--- config.mk ---
export PLATFORM = sky130hd
export DESIGN_NAME = sdbg_top
export DESIGN_NICKNAME = d
export VERILOG_FILES = /design/src/design/sdbg_tick_div.v /design/src/design/sdbg_match.v /design/src/design/sdbg_top.v
export VERILOG_INCLUDE_DIRS = /design/src /design/src/design
export SDC_FILE = /design/constraint.sdc
export NUM_CORES = 1
export LEC_CHECK = 0
export BUFFER_PORTS_ARGS = -buffer_cell sky130_fd_sc_hd__buf_4
export CAP_MARGIN = 25
export CORE_MARGIN = 5
export CORE_UTILIZATION = 47
export CTS_CLUSTER_SIZE = 24
export DETAILED_ROUTE_END_ITERATION = 10
export GPL_TIMING_DRIVEN = 0
export PLACE_DENSITY = 0.69
export SLEW_MARGIN = 20
export SYNTH_ARGS = -nofsm -noshare
export SYNTH_HDL_FRONTEND = slang
export SYNTH_SLANG_ARGS = --single-unit
--- constraint.sdc ---
create_clock -name i_clk_sys -period 2.43 [get_ports i_clk_sys]
set_input_delay 0.3645 -clock i_clk_sys [delete_from_list [all_inputs] [get_ports i_clk_sys]]
set_output_delay 0.3645 -clock i_clk_sys [all_outputs]
set_load 0.05 [all_outputs]
--- src/design/sdbg_defs.vh ---
// Function
// Speed probe is a line event, not command
// Host holds pin low 128 slowest cycles
// Host speedup pulse high, then releases pin
// Long low interval detected as speed probe
// Wait pin high, then delay 16 cycles
// Answer: drive pin low 128 cycles
// Then one-cycle high speedup, then release
// Host times answer pulse to derive speed
// Compare address bus to 16-bit match value
// Forced: enter debug at next instruction boundary
// Tagged: mark opcode, break at queue end
// Match enable bit 5, reset 0, gates all
// Bit 4: 1 forced, 0 tagged
// Registers reachable only by serial commands
// Permit writes ignored while in debug mode
// Four status flags read-only to control write
// Clock select writable at all times
// Permit bit 7 sticky until reset
// Bit 6 shows debug mode active
// Status read E4, control write C4
// Match read E2, write C2, 16 bits
// Clock select bit 3, 0 alternate source
// Commands and data sent MSB first
// Counts use currently selected clock source
`ifndef SDBG_DEFS_VH
`define SDBG_DEFS_VH

// ----------------------------------------
// Status/control field positions
// ----------------------------------------
`define SDBG_BIT_PERMIT      7
`define SDBG_BIT_ACTIVE      6
`define SDBG_BIT_MATCH_EN    5
`define SDBG_BIT_FTS         4
`define SDBG_BIT_CLKSEL      3
`define SDBG_BIT_WS          2
`define SDBG_BIT_WSF         1
`define SDBG_BIT_SAF         0

// ----------------------------------------
// Reset values
// ----------------------------------------
`define SDBG_RST_CTRL        1'b0
`define SDBG_RST_MATCH       16'h0000

// ----------------------------------------
// Serial command codes
// ----------------------------------------
`define SDBG_CMD_RD_STATUS   8'he4
`define SDBG_CMD_WR_CONTROL  8'hc4
`define SDBG_CMD_RD_MATCH    8'he2
`define SDBG_CMD_WR_MATCH    8'hc2

// ----------------------------------------
// Timing, in debug-controller ticks; SDBG_ALT_DIV in system clock cycles per tick
// ----------------------------------------
`define SDBG_SYNC_DET_TICKS  8'd128
`define SDBG_SYNC_DLY_TICKS  8'd16
`define SDBG_SYNC_LOW_TICKS  8'd128
`define SDBG_BIT_SAMPLE_TICK 8'd10
`define SDBG_TX_LOW_TICKS    8'd13
`define SDBG_ALT_DIV         4

`endif

--- src/design/sdbg_tick_div.v ---
`timescale 1ns/100ps
`default_nettype none

module sdbg_tick_div #(
    parameter integer DIV = 4
) (
    // Clock and reset
    input  wire       i_clk_sys,
    input  wire       i_resetn,
    // Enable pulse out
    output reg        o_tick
);

    reg [7:0] cnt_q;

    always @(posedge i_clk_sys or negedge i_resetn) begin
        if (!i_resetn) begin
            cnt_q  <= 8'h00;
            o_tick <= 1'b0;
        end else if (cnt_q == DIV[7:0] - 8'h01) begin
            cnt_q  <= 8'h00;
            o_tick <= 1'b1;
        end else begin
            cnt_q  <= cnt_q + 8'h01;
            o_tick <= 1'b0;
        end
    end

endmodule
`default_nettype wire

--- src/design/sdbg_match.v ---
`timescale 1ns/100ps
`default_nettype none

module sdbg_match (
    // Clock and reset
    input  wire        i_clk_sys,
    input  wire        i_resetn,
    // Configuration
    input  wire        i_match_enable,
    input  wire        i_force_or_tag_select,
    input  wire        i_debug_mode_permit,
    input  wire [15:0] i_match_addr,
    // Processor side
    input  wire [15:0] i_cpu_addr,
    input  wire        i_cpu_access,
    input  wire        i_cpu_opcode_fetch,
    input  wire        i_cpu_instr_boundary,
    input  wire        i_cpu_tag_at_end,
    // Requests
    output reg         o_tag_mark,
    output reg         o_enter_debug
);

    reg  force_pend_q;
    wire hit = i_match_enable && i_cpu_access && (i_cpu_addr == i_match_addr);

    always @(posedge i_clk_sys or negedge i_resetn) begin
        if (!i_resetn) begin
            force_pend_q  <= 1'b0;
            o_tag_mark    <= 1'b0;
            o_enter_debug <= 1'b0;
        end else begin
            // Tag travels with the opcode through the queue
            o_tag_mark <= hit && !i_force_or_tag_select && i_cpu_opcode_fetch;
            o_enter_debug <= 1'b0;
            if (!i_match_enable || !i_debug_mode_permit) begin
                force_pend_q <= 1'b0;
            end else if (force_pend_q && i_cpu_instr_boundary) begin
                force_pend_q  <= 1'b0;
                o_enter_debug <= 1'b1;
            end else if (hit && i_force_or_tag_select) begin
                force_pend_q <= 1'b1;
            end
            if (i_cpu_tag_at_end && i_debug_mode_permit && i_match_enable) begin
                o_enter_debug <= 1'b1;
            end
        end
    end

endmodule
`default_nettype wire

--- src/design/sdbg_top.v ---
`timescale 1ns/100ps
`default_nettype none
`include "sdbg_defs.vh"

module sdbg_top #(
    parameter integer ALT_DIV = `SDBG_ALT_DIV
) (
    // Clock and reset
    input  wire        i_clk_sys,
    input  wire        i_resetn,
    // Debug pin
    input  wire        i_debug_pin,
    output reg         o_debug_pin_out,
    output reg         o_debug_pin_oe,
    // Processor address and queue
    input  wire [15:0] i_cpu_addr,
    input  wire        i_cpu_access,
    input  wire        i_cpu_opcode_fetch,
    input  wire        i_cpu_instr_boundary,
    input  wire        i_cpu_tag_at_end,
    // Processor status
    input  wire        i_debug_mode_active,
    input  wire        i_wait_stop_status,
    input  wire        i_wait_stop_fail,
    input  wire        i_slow_access_fail,
    // Control to processor
    output reg         o_debug_mode_permit,
    output reg         o_comm_clock_select,
    output wire        o_tag_mark,
    output wire        o_enter_debug
);

    // ----------------------------------------
    // Line engine states
    // ----------------------------------------
    localparam [5:0] ST_IDLE    = 6'h01;
    localparam [5:0] ST_BIT     = 6'h02;
    localparam [5:0] ST_WAIT_HI = 6'h04;
    localparam [5:0] ST_DLY     = 6'h08;
    localparam [5:0] ST_ANS_LO  = 6'h10;
    localparam [5:0] ST_ANS_HI  = 6'h20;

    // Command layer phases
    localparam [2:0] PH_CMD = 3'h1;
    localparam [2:0] PH_RX  = 3'h2;
    localparam [2:0] PH_TX  = 3'h4;

    // ----------------------------------------
    // Registers
    // ----------------------------------------
    reg        pin_m_q;
    reg        pin_s_q;
    reg        pin_p_q;
    reg [5:0]  st_q;
    reg [7:0]  cnt_q;
    reg        sampled_q;
    reg        drive_bit_q;
    reg        rx_stb_q;
    reg        rx_bit_q;
    reg        sync_stb_q;

    reg [2:0]  ph_q;
    reg [4:0]  bitn_q;
    reg [4:0]  len_q;
    reg [7:0]  cmd_q;
    reg [15:0] sh_q;
    reg [15:0] txsh_q;

    reg        match_en_q;
    reg        fts_q;
    reg [15:0] match_addr_q;

    wire       alt_tick;
    wire       tick;
    wire       fall;
    wire [7:0] status_byte;
    wire [7:0] cmd_byte;
    wire [15:0] rx_word;

    // ----------------------------------------
    // Clock source and tick
    // ----------------------------------------
    sdbg_tick_div #(
        .DIV (ALT_DIV)
    ) u_div (
        .i_clk_sys (i_clk_sys),
        .i_resetn  (i_resetn),
        .o_tick    (alt_tick)
    );

    // Bus clock runs every cycle; alternate source is the divided enable
    assign tick = o_comm_clock_select ? 1'b1 : alt_tick;

    assign fall = pin_p_q && !pin_s_q;

    assign status_byte = {o_debug_mode_permit, i_debug_mode_active, match_en_q, fts_q,
                          o_comm_clock_select, i_wait_stop_status, i_wait_stop_fail,
                          i_slow_access_fail};

    assign cmd_byte = {sh_q[6:0], rx_bit_q};
    assign rx_word  = {sh_q[14:0], rx_bit_q};

    // ----------------------------------------
    // Line engine: bits and speed probe
    // ----------------------------------------
    always @(posedge i_clk_sys or negedge i_resetn) begin
        if (!i_resetn) begin
            pin_m_q         <= 1'b1;
            pin_s_q         <= 1'b1;
            pin_p_q         <= 1'b1;
            st_q            <= ST_IDLE;
            cnt_q           <= 8'h00;
            sampled_q       <= 1'b0;
            drive_bit_q     <= 1'b0;
            rx_stb_q        <= 1'b0;
            rx_bit_q        <= 1'b0;
            sync_stb_q      <= 1'b0;
            o_debug_pin_out <= 1'b1;
            o_debug_pin_oe  <= 1'b0;
        end else begin
            pin_m_q    <= i_debug_pin;
            pin_s_q    <= pin_m_q;
            pin_p_q    <= pin_s_q;
            rx_stb_q   <= 1'b0;
            sync_stb_q <= 1'b0;
            case (st_q)
                ST_IDLE: begin
                    cnt_q          <= 8'h00;
                    sampled_q      <= 1'b0;
                    o_debug_pin_oe <= 1'b0;
                    if (fall) begin
                        st_q <= ST_BIT;
                        // A zero going out is held low past the host's own drive
                        drive_bit_q <= (ph_q == PH_TX) && !txsh_q[15];
                        if ((ph_q == PH_TX) && !txsh_q[15]) begin
                            o_debug_pin_oe  <= 1'b1;
                            o_debug_pin_out <= 1'b0;
                        end
                    end
                end
                ST_BIT: begin
                    if (tick) begin
                        if (cnt_q != 8'hff) begin
                            cnt_q <= cnt_q + 8'h01;
                        end
                        if ((cnt_q == `SDBG_BIT_SAMPLE_TICK - 8'h01) && !sampled_q) begin
                            sampled_q <= 1'b1;
                            rx_bit_q  <= pin_s_q;
                            rx_stb_q  <= 1'b1;
                        end
                        if (drive_bit_q && (cnt_q == `SDBG_TX_LOW_TICKS - 8'h01)) begin
                            o_debug_pin_out <= 1'b1;
                        end
                        if (drive_bit_q && (cnt_q == `SDBG_TX_LOW_TICKS)) begin
                            o_debug_pin_oe <= 1'b0;
                            drive_bit_q    <= 1'b0;
                        end
                        // Ordinary bits never stay low this long
                        if (!drive_bit_q && !pin_s_q
                            && (cnt_q == `SDBG_SYNC_DET_TICKS - 8'h01)) begin
                            st_q <= ST_WAIT_HI;
                        end
                    end
                    if (sampled_q && !drive_bit_q && pin_s_q) begin
                        st_q <= ST_IDLE;
                    end
                end
                ST_WAIT_HI: begin
                    cnt_q <= 8'h00;
                    if (pin_s_q) begin
                        st_q       <= ST_DLY;
                        sync_stb_q <= 1'b1;
                    end
                end
                ST_DLY: begin
                    if (tick) begin
                        if (cnt_q == `SDBG_SYNC_DLY_TICKS - 8'h01) begin
                            cnt_q           <= 8'h00;
                            st_q            <= ST_ANS_LO;
                            o_debug_pin_oe  <= 1'b1;
                            o_debug_pin_out <= 1'b0;
                        end else begin
                            cnt_q <= cnt_q + 8'h01;
                        end
                    end
                end
                ST_ANS_LO: begin
                    if (tick) begin
                        if (cnt_q == `SDBG_SYNC_LOW_TICKS - 8'h01) begin
                            cnt_q           <= 8'h00;
                            st_q            <= ST_ANS_HI;
                            o_debug_pin_out <= 1'b1;
                        end else begin
                            cnt_q <= cnt_q + 8'h01;
                        end
                    end
                end
                ST_ANS_HI: begin
                    if (tick) begin
                        o_debug_pin_oe <= 1'b0;
                        st_q           <= ST_IDLE;
                    end
                end
                default: begin
                    st_q           <= ST_IDLE;
                    o_debug_pin_oe <= 1'b0;
                end
            endcase
        end
    end

    // ----------------------------------------
    // Command layer and debug registers
    // ----------------------------------------
    // Unknown codes are dropped; their framing is handled elsewhere
    always @(posedge i_clk_sys or negedge i_resetn) begin
        if (!i_resetn) begin
            ph_q                <= PH_CMD;
            bitn_q              <= 5'h00;
            len_q               <= 5'h08;
            cmd_q               <= 8'h00;
            sh_q                <= 16'h0000;
            txsh_q              <= 16'hffff;
            o_debug_mode_permit <= `SDBG_RST_CTRL;
            match_en_q          <= `SDBG_RST_CTRL;
            fts_q               <= `SDBG_RST_CTRL;
            o_comm_clock_select <= `SDBG_RST_CTRL;
            match_addr_q        <= `SDBG_RST_MATCH;
        end else if (sync_stb_q) begin
            ph_q   <= PH_CMD;
            bitn_q <= 5'h00;
            txsh_q <= 16'hffff;
        end else if (rx_stb_q) begin
            sh_q <= rx_word;
            case (ph_q)
                PH_CMD: begin
                    if (bitn_q == 5'd7) begin
                        bitn_q <= 5'h00;
                        cmd_q  <= cmd_byte;
                        case (cmd_byte)
                            `SDBG_CMD_RD_STATUS: begin
                                ph_q   <= PH_TX;
                                len_q  <= 5'd8;
                                txsh_q <= {status_byte, 8'hff};
                            end
                            `SDBG_CMD_RD_MATCH: begin
                                ph_q   <= PH_TX;
                                len_q  <= 5'd16;
                                txsh_q <= match_addr_q;
                            end
                            `SDBG_CMD_WR_CONTROL: begin
                                ph_q  <= PH_RX;
                                len_q <= 5'd8;
                            end
                            `SDBG_CMD_WR_MATCH: begin
                                ph_q  <= PH_RX;
                                len_q <= 5'd16;
                            end
                            default: begin
                                ph_q <= PH_CMD;
                            end
                        endcase
                    end else begin
                        bitn_q <= bitn_q + 5'h01;
                    end
                end
                PH_TX: begin
                    txsh_q <= {txsh_q[14:0], 1'b1};
                    if (bitn_q == len_q - 5'h01) begin
                        bitn_q <= 5'h00;
                        ph_q   <= PH_CMD;
                        txsh_q <= 16'hffff;
                    end else begin
                        bitn_q <= bitn_q + 5'h01;
                    end
                end
                PH_RX: begin
                    if (bitn_q == len_q - 5'h01) begin
                        bitn_q <= 5'h00;
                        ph_q   <= PH_CMD;
                        if (cmd_q == `SDBG_CMD_WR_MATCH) begin
                            match_addr_q <= rx_word;
                        end else begin
                            // Status flags have no storage here, so writes miss them
                            match_en_q          <= cmd_byte[`SDBG_BIT_MATCH_EN];
                            fts_q               <= cmd_byte[`SDBG_BIT_FTS];
                            o_comm_clock_select <= cmd_byte[`SDBG_BIT_CLKSEL];
                            if (!i_debug_mode_active && cmd_byte[`SDBG_BIT_PERMIT]) begin
                                o_debug_mode_permit <= 1'b1;
                            end
                        end
                    end else begin
                        bitn_q <= bitn_q + 5'h01;
                    end
                end
                default: begin
                    ph_q   <= PH_CMD;
                    bitn_q <= 5'h00;
                end
            endcase
        end
    end

    // ----------------------------------------
    // Hardware breakpoint
    // ----------------------------------------
    sdbg_match u_match (
        .i_clk_sys             (i_clk_sys),
        .i_resetn              (i_resetn),
        .i_match_enable        (match_en_q),
        .i_force_or_tag_select (fts_q),
        .i_debug_mode_permit   (o_debug_mode_permit),
        .i_match_addr          (match_addr_q),
        .i_cpu_addr            (i_cpu_addr),
        .i_cpu_access          (i_cpu_access),
        .i_cpu_opcode_fetch    (i_cpu_opcode_fetch),
        .i_cpu_instr_boundary  (i_cpu_instr_boundary),
        .i_cpu_tag_at_end      (i_cpu_tag_at_end),
        .o_tag_mark            (o_tag_mark),
        .o_enter_debug         (o_enter_debug)
    );

endmodule
`default_nettype wire

==> run summary <==
Crit. Startpoint: ph_q[0]
mux share of post-synthesis cell area: 0.0808
Post-synth EDFFs: 0
PwrDens: 820 nW/um^2
critical path arrival: 2.57 ns
CTS tree: yes
area of placed instances: 5750 sq um
Distinct cells, synth: 68
initial antenna violation count: 0
unrepaired setup endpoints after global routing: false
Synth area leaders: dfrtp_1 39%, dfstp_2 11%, mux2_2 7.2%, nand2_1 4.4%, xnor2_1 3.6%
Tot GR Track Use: 0.187
Crit path buffers/inverters: 1
critical path depth: 6
Die Footprint: 13600 sq um
CP Launch Type: register
critical path's slowest cell: dfstp_2
Die Span Y: 116 um
total of max-cap violations: 0
Placer Congestion: 0.862
leading area contributor after synthesis: dfrtp_1
combinational family with the most area after synthesis: simple AND/OR/NAND/NOR gates
initial core utilization: 0.485
Layout area overhead: 15.1%
setup violators final: 0
slew of the pin with the lowest slew margin: 0.738 ns
htree depth: 3
Mapped Cells: 523
Routed WL: 11800 um
status: complete, no violations
YS warnings: 0
Routed WL per cell: 16.5 um
simple logic cell fraction of the synthesized area: 0.215
Crit Reg-Reg Startpoint: ph_q[0]
critical path's largest stage delay: 0.58 ns
min Tclk post-route: 2.29 ns
Rows: 38
FF-to-FF path depth: 6
final hold viol count: 0
Detailed Route Iter0 Violations: 254
Crit Path Max Fanout: 10
peak supply drop: 0.727 mV
PortBufs: 32
vias in the first global route: 4044
Main synth FF type: dfrtp_1
Reg clk slew, reported paths: 0.08 ns
Top Family by Delay on Critical Path: simple AND/OR/NAND/NOR gates
# DRC: 0
ANT nets after route: 0
crit path cell chain: nor3b_2 > or3b_1 > o21ai_4 > and2b_2 > buf_4 > a21oi_1
chip width: 116 um
post-synthesis xor/xnor area fraction: 0.0491
cell total after placement: 695
DR pass1 iterations: 4
Via density: 5.64
number of clock sinks: 105
io pins: 33
Slew Limit Fails: 0
Hold WS: 0.126 ns
asr flop ratio synth: 1.00
register area share after synthesis: 0.499
share of post-route cells with drive strength above 1: 0.252
Compound-Gate Fraction of Synth Area: 0.119
period utilization: 0.941
mean post-synth cell area: 10.2 sq um
FF+latch count, synth: 105
most common cell after layout, fill and taps aside: dfrtp_1
post-synth top area share: 0.385
Hold Path Class: primary input to register
syn_nets: 555
largest net degree at the start of global routing: 106
Nets: 602
first-pass GRT wire length: 20000 um
worst clock skew: 0.0117 ns
highest clock rate: 0.437 GHz
reg-to-reg endpoint: txsh_q[10]
most frequent cells in the layout: 82 x dfrtp_1, 62 x nand2_1, 43 x nor2_1
Reg2Reg Setup Slack: 0.14 ns
clk buf depth: 2
CP Class: register to register
grt total ovfl: 0
Critical Path RT: 2.71 ns
Worst-Skew Late Latency: 0.35 ns
worst setup path end: txsh_q[10]
core footprint: 11000 sq um
Synth Area in Adders: 0.0117
post-route non-filler standard cell count: 715
CTS Buf Count: 9
mapped cell area: 5330 sq um
CTS Root Cell: clkbuf_16
n_diodes: 0
HPWL reported at the end of detailed placement: 8350 um
crit end category: register
Finished Cell Area: 6130 sq um
via count: 4031
Slew HR: 0.505
leak pwr: 0.00271 uW
[logic make-up (layout without fill, tap and decap cells)]
family,count (synthesis),after routing
muxes,38,38
and+or+nand+nor,211,211
buffers and inverters,32,84
DFF,105,105
AOI/OAI and AO/OA,103,103
xor gates and xnor gates,29,29
adders and majority gates,5,5
[sequential cells by signal, summed over array words and instances (netlist names), 3 cells and up]
signal / flops
match_addr_q: 16
txsh_q: 16
sh_q: 15
cmd_q: 8
cnt_q: 8
u_div.cnt_q: 8
st_q: 6
bitn_q: 5
ph_q: 3
[synthesized netlist by cell type (3+ instances only)]
library cell,instances
nor2_1,43
nand2b_1,8
nor3b_1,4
mux2_2,34
nand2_1,62
ha_1,5
buf_1,3
o22ai_1,20
nand3b_1,4
nor3_1,12
o21ai_0,19
o211ai_1,5
nand4_1,9
nor4_1,3
clkbuf_1,8
xor2_1,6
inv_1,10
and3_1,4
dfrtp_1,82
or2_2,3
xnor2_1,22
buf_2,8
a21oi_1,37
or3_1,4
nand3_1,23
dfstp_2,23
nor2b_1,7
[power by group]
| part | internal, uW | leakage, uW | switching (uW) | total, uW |
|---|---|---|---|---|
| Sequential | 2040 | 0.00138 | 141 | 2180 |
| Combinational | 543 | 0.00119 | 825 | 1370 |
| Clock | 810 | 0.000148 | 668 | 1480 |
| Total | 3390 | 0.00271 | 1630 | 5030 |
[how the worst min path moves through the flow]
stage                startpoint   endpoint  cells past startpoint
global placement        pin_m_q    pin_s_q                      0
CTS                 i_debug_pin    pin_m_q                      1
finish              i_debug_pin    pin_m_q                      1
detailed placement      pin_m_q    pin_s_q                      0
floorplan              i_resetn  bitn_q[0]                      0
global route        i_debug_pin    pin_m_q                      1
[cell type report]
| class | count | area (sq um) |
|---|---|---|
| clock inverter | 7 | 76.3 |
| sequential | 105 | 2660 |
| tap | 140 | 175 |
| buffer | 21 | 96.3 |
| clock buffer | 9 | 225 |
| multi-input combinational | 386 | 2560 |
| timing repair buffer | 36 | 297 |
| fill | 935 | 4850 |
| inverter | 11 | 41.3 |
[metal layers]
metal	routed length (um)	GRT usage	vias to the layer above
met5	0	0	-
li1	-	-	1962
met1	5450	0.249	1973
met4	142	0.0588	0
met3	537	0.0378	12
met2	5670	0.309	84
[metrics by stage]
stage | util | setup TNS [ns] | setup slack, ns | power [uW]
after floorplan | - | 0 | 0.301 | 3160
after global placement | 0.523 | 0 | 0.0609 | 3470
after detailed placement | 0.523 | -0.0717 | -0.0130 | 3520
after CTS | 0.551 | 0 | 0.0423 | 5020
after global routing | 0.558 | 0 | 0.0154 | 5310
final | 0.558 | 0 | 0.143 | 5030
[repair_timing]
item,in CTS,in global routing
hold buffers,0,1
endpoints found under the hold margin,0,11
pin swaps,1,1
setup endpoints to repair,10,23
setup buffers,0,2
gates cloned,0,0
gates resized for setup,0,5
Note: power is estimated with default switching activity, not from simulation.
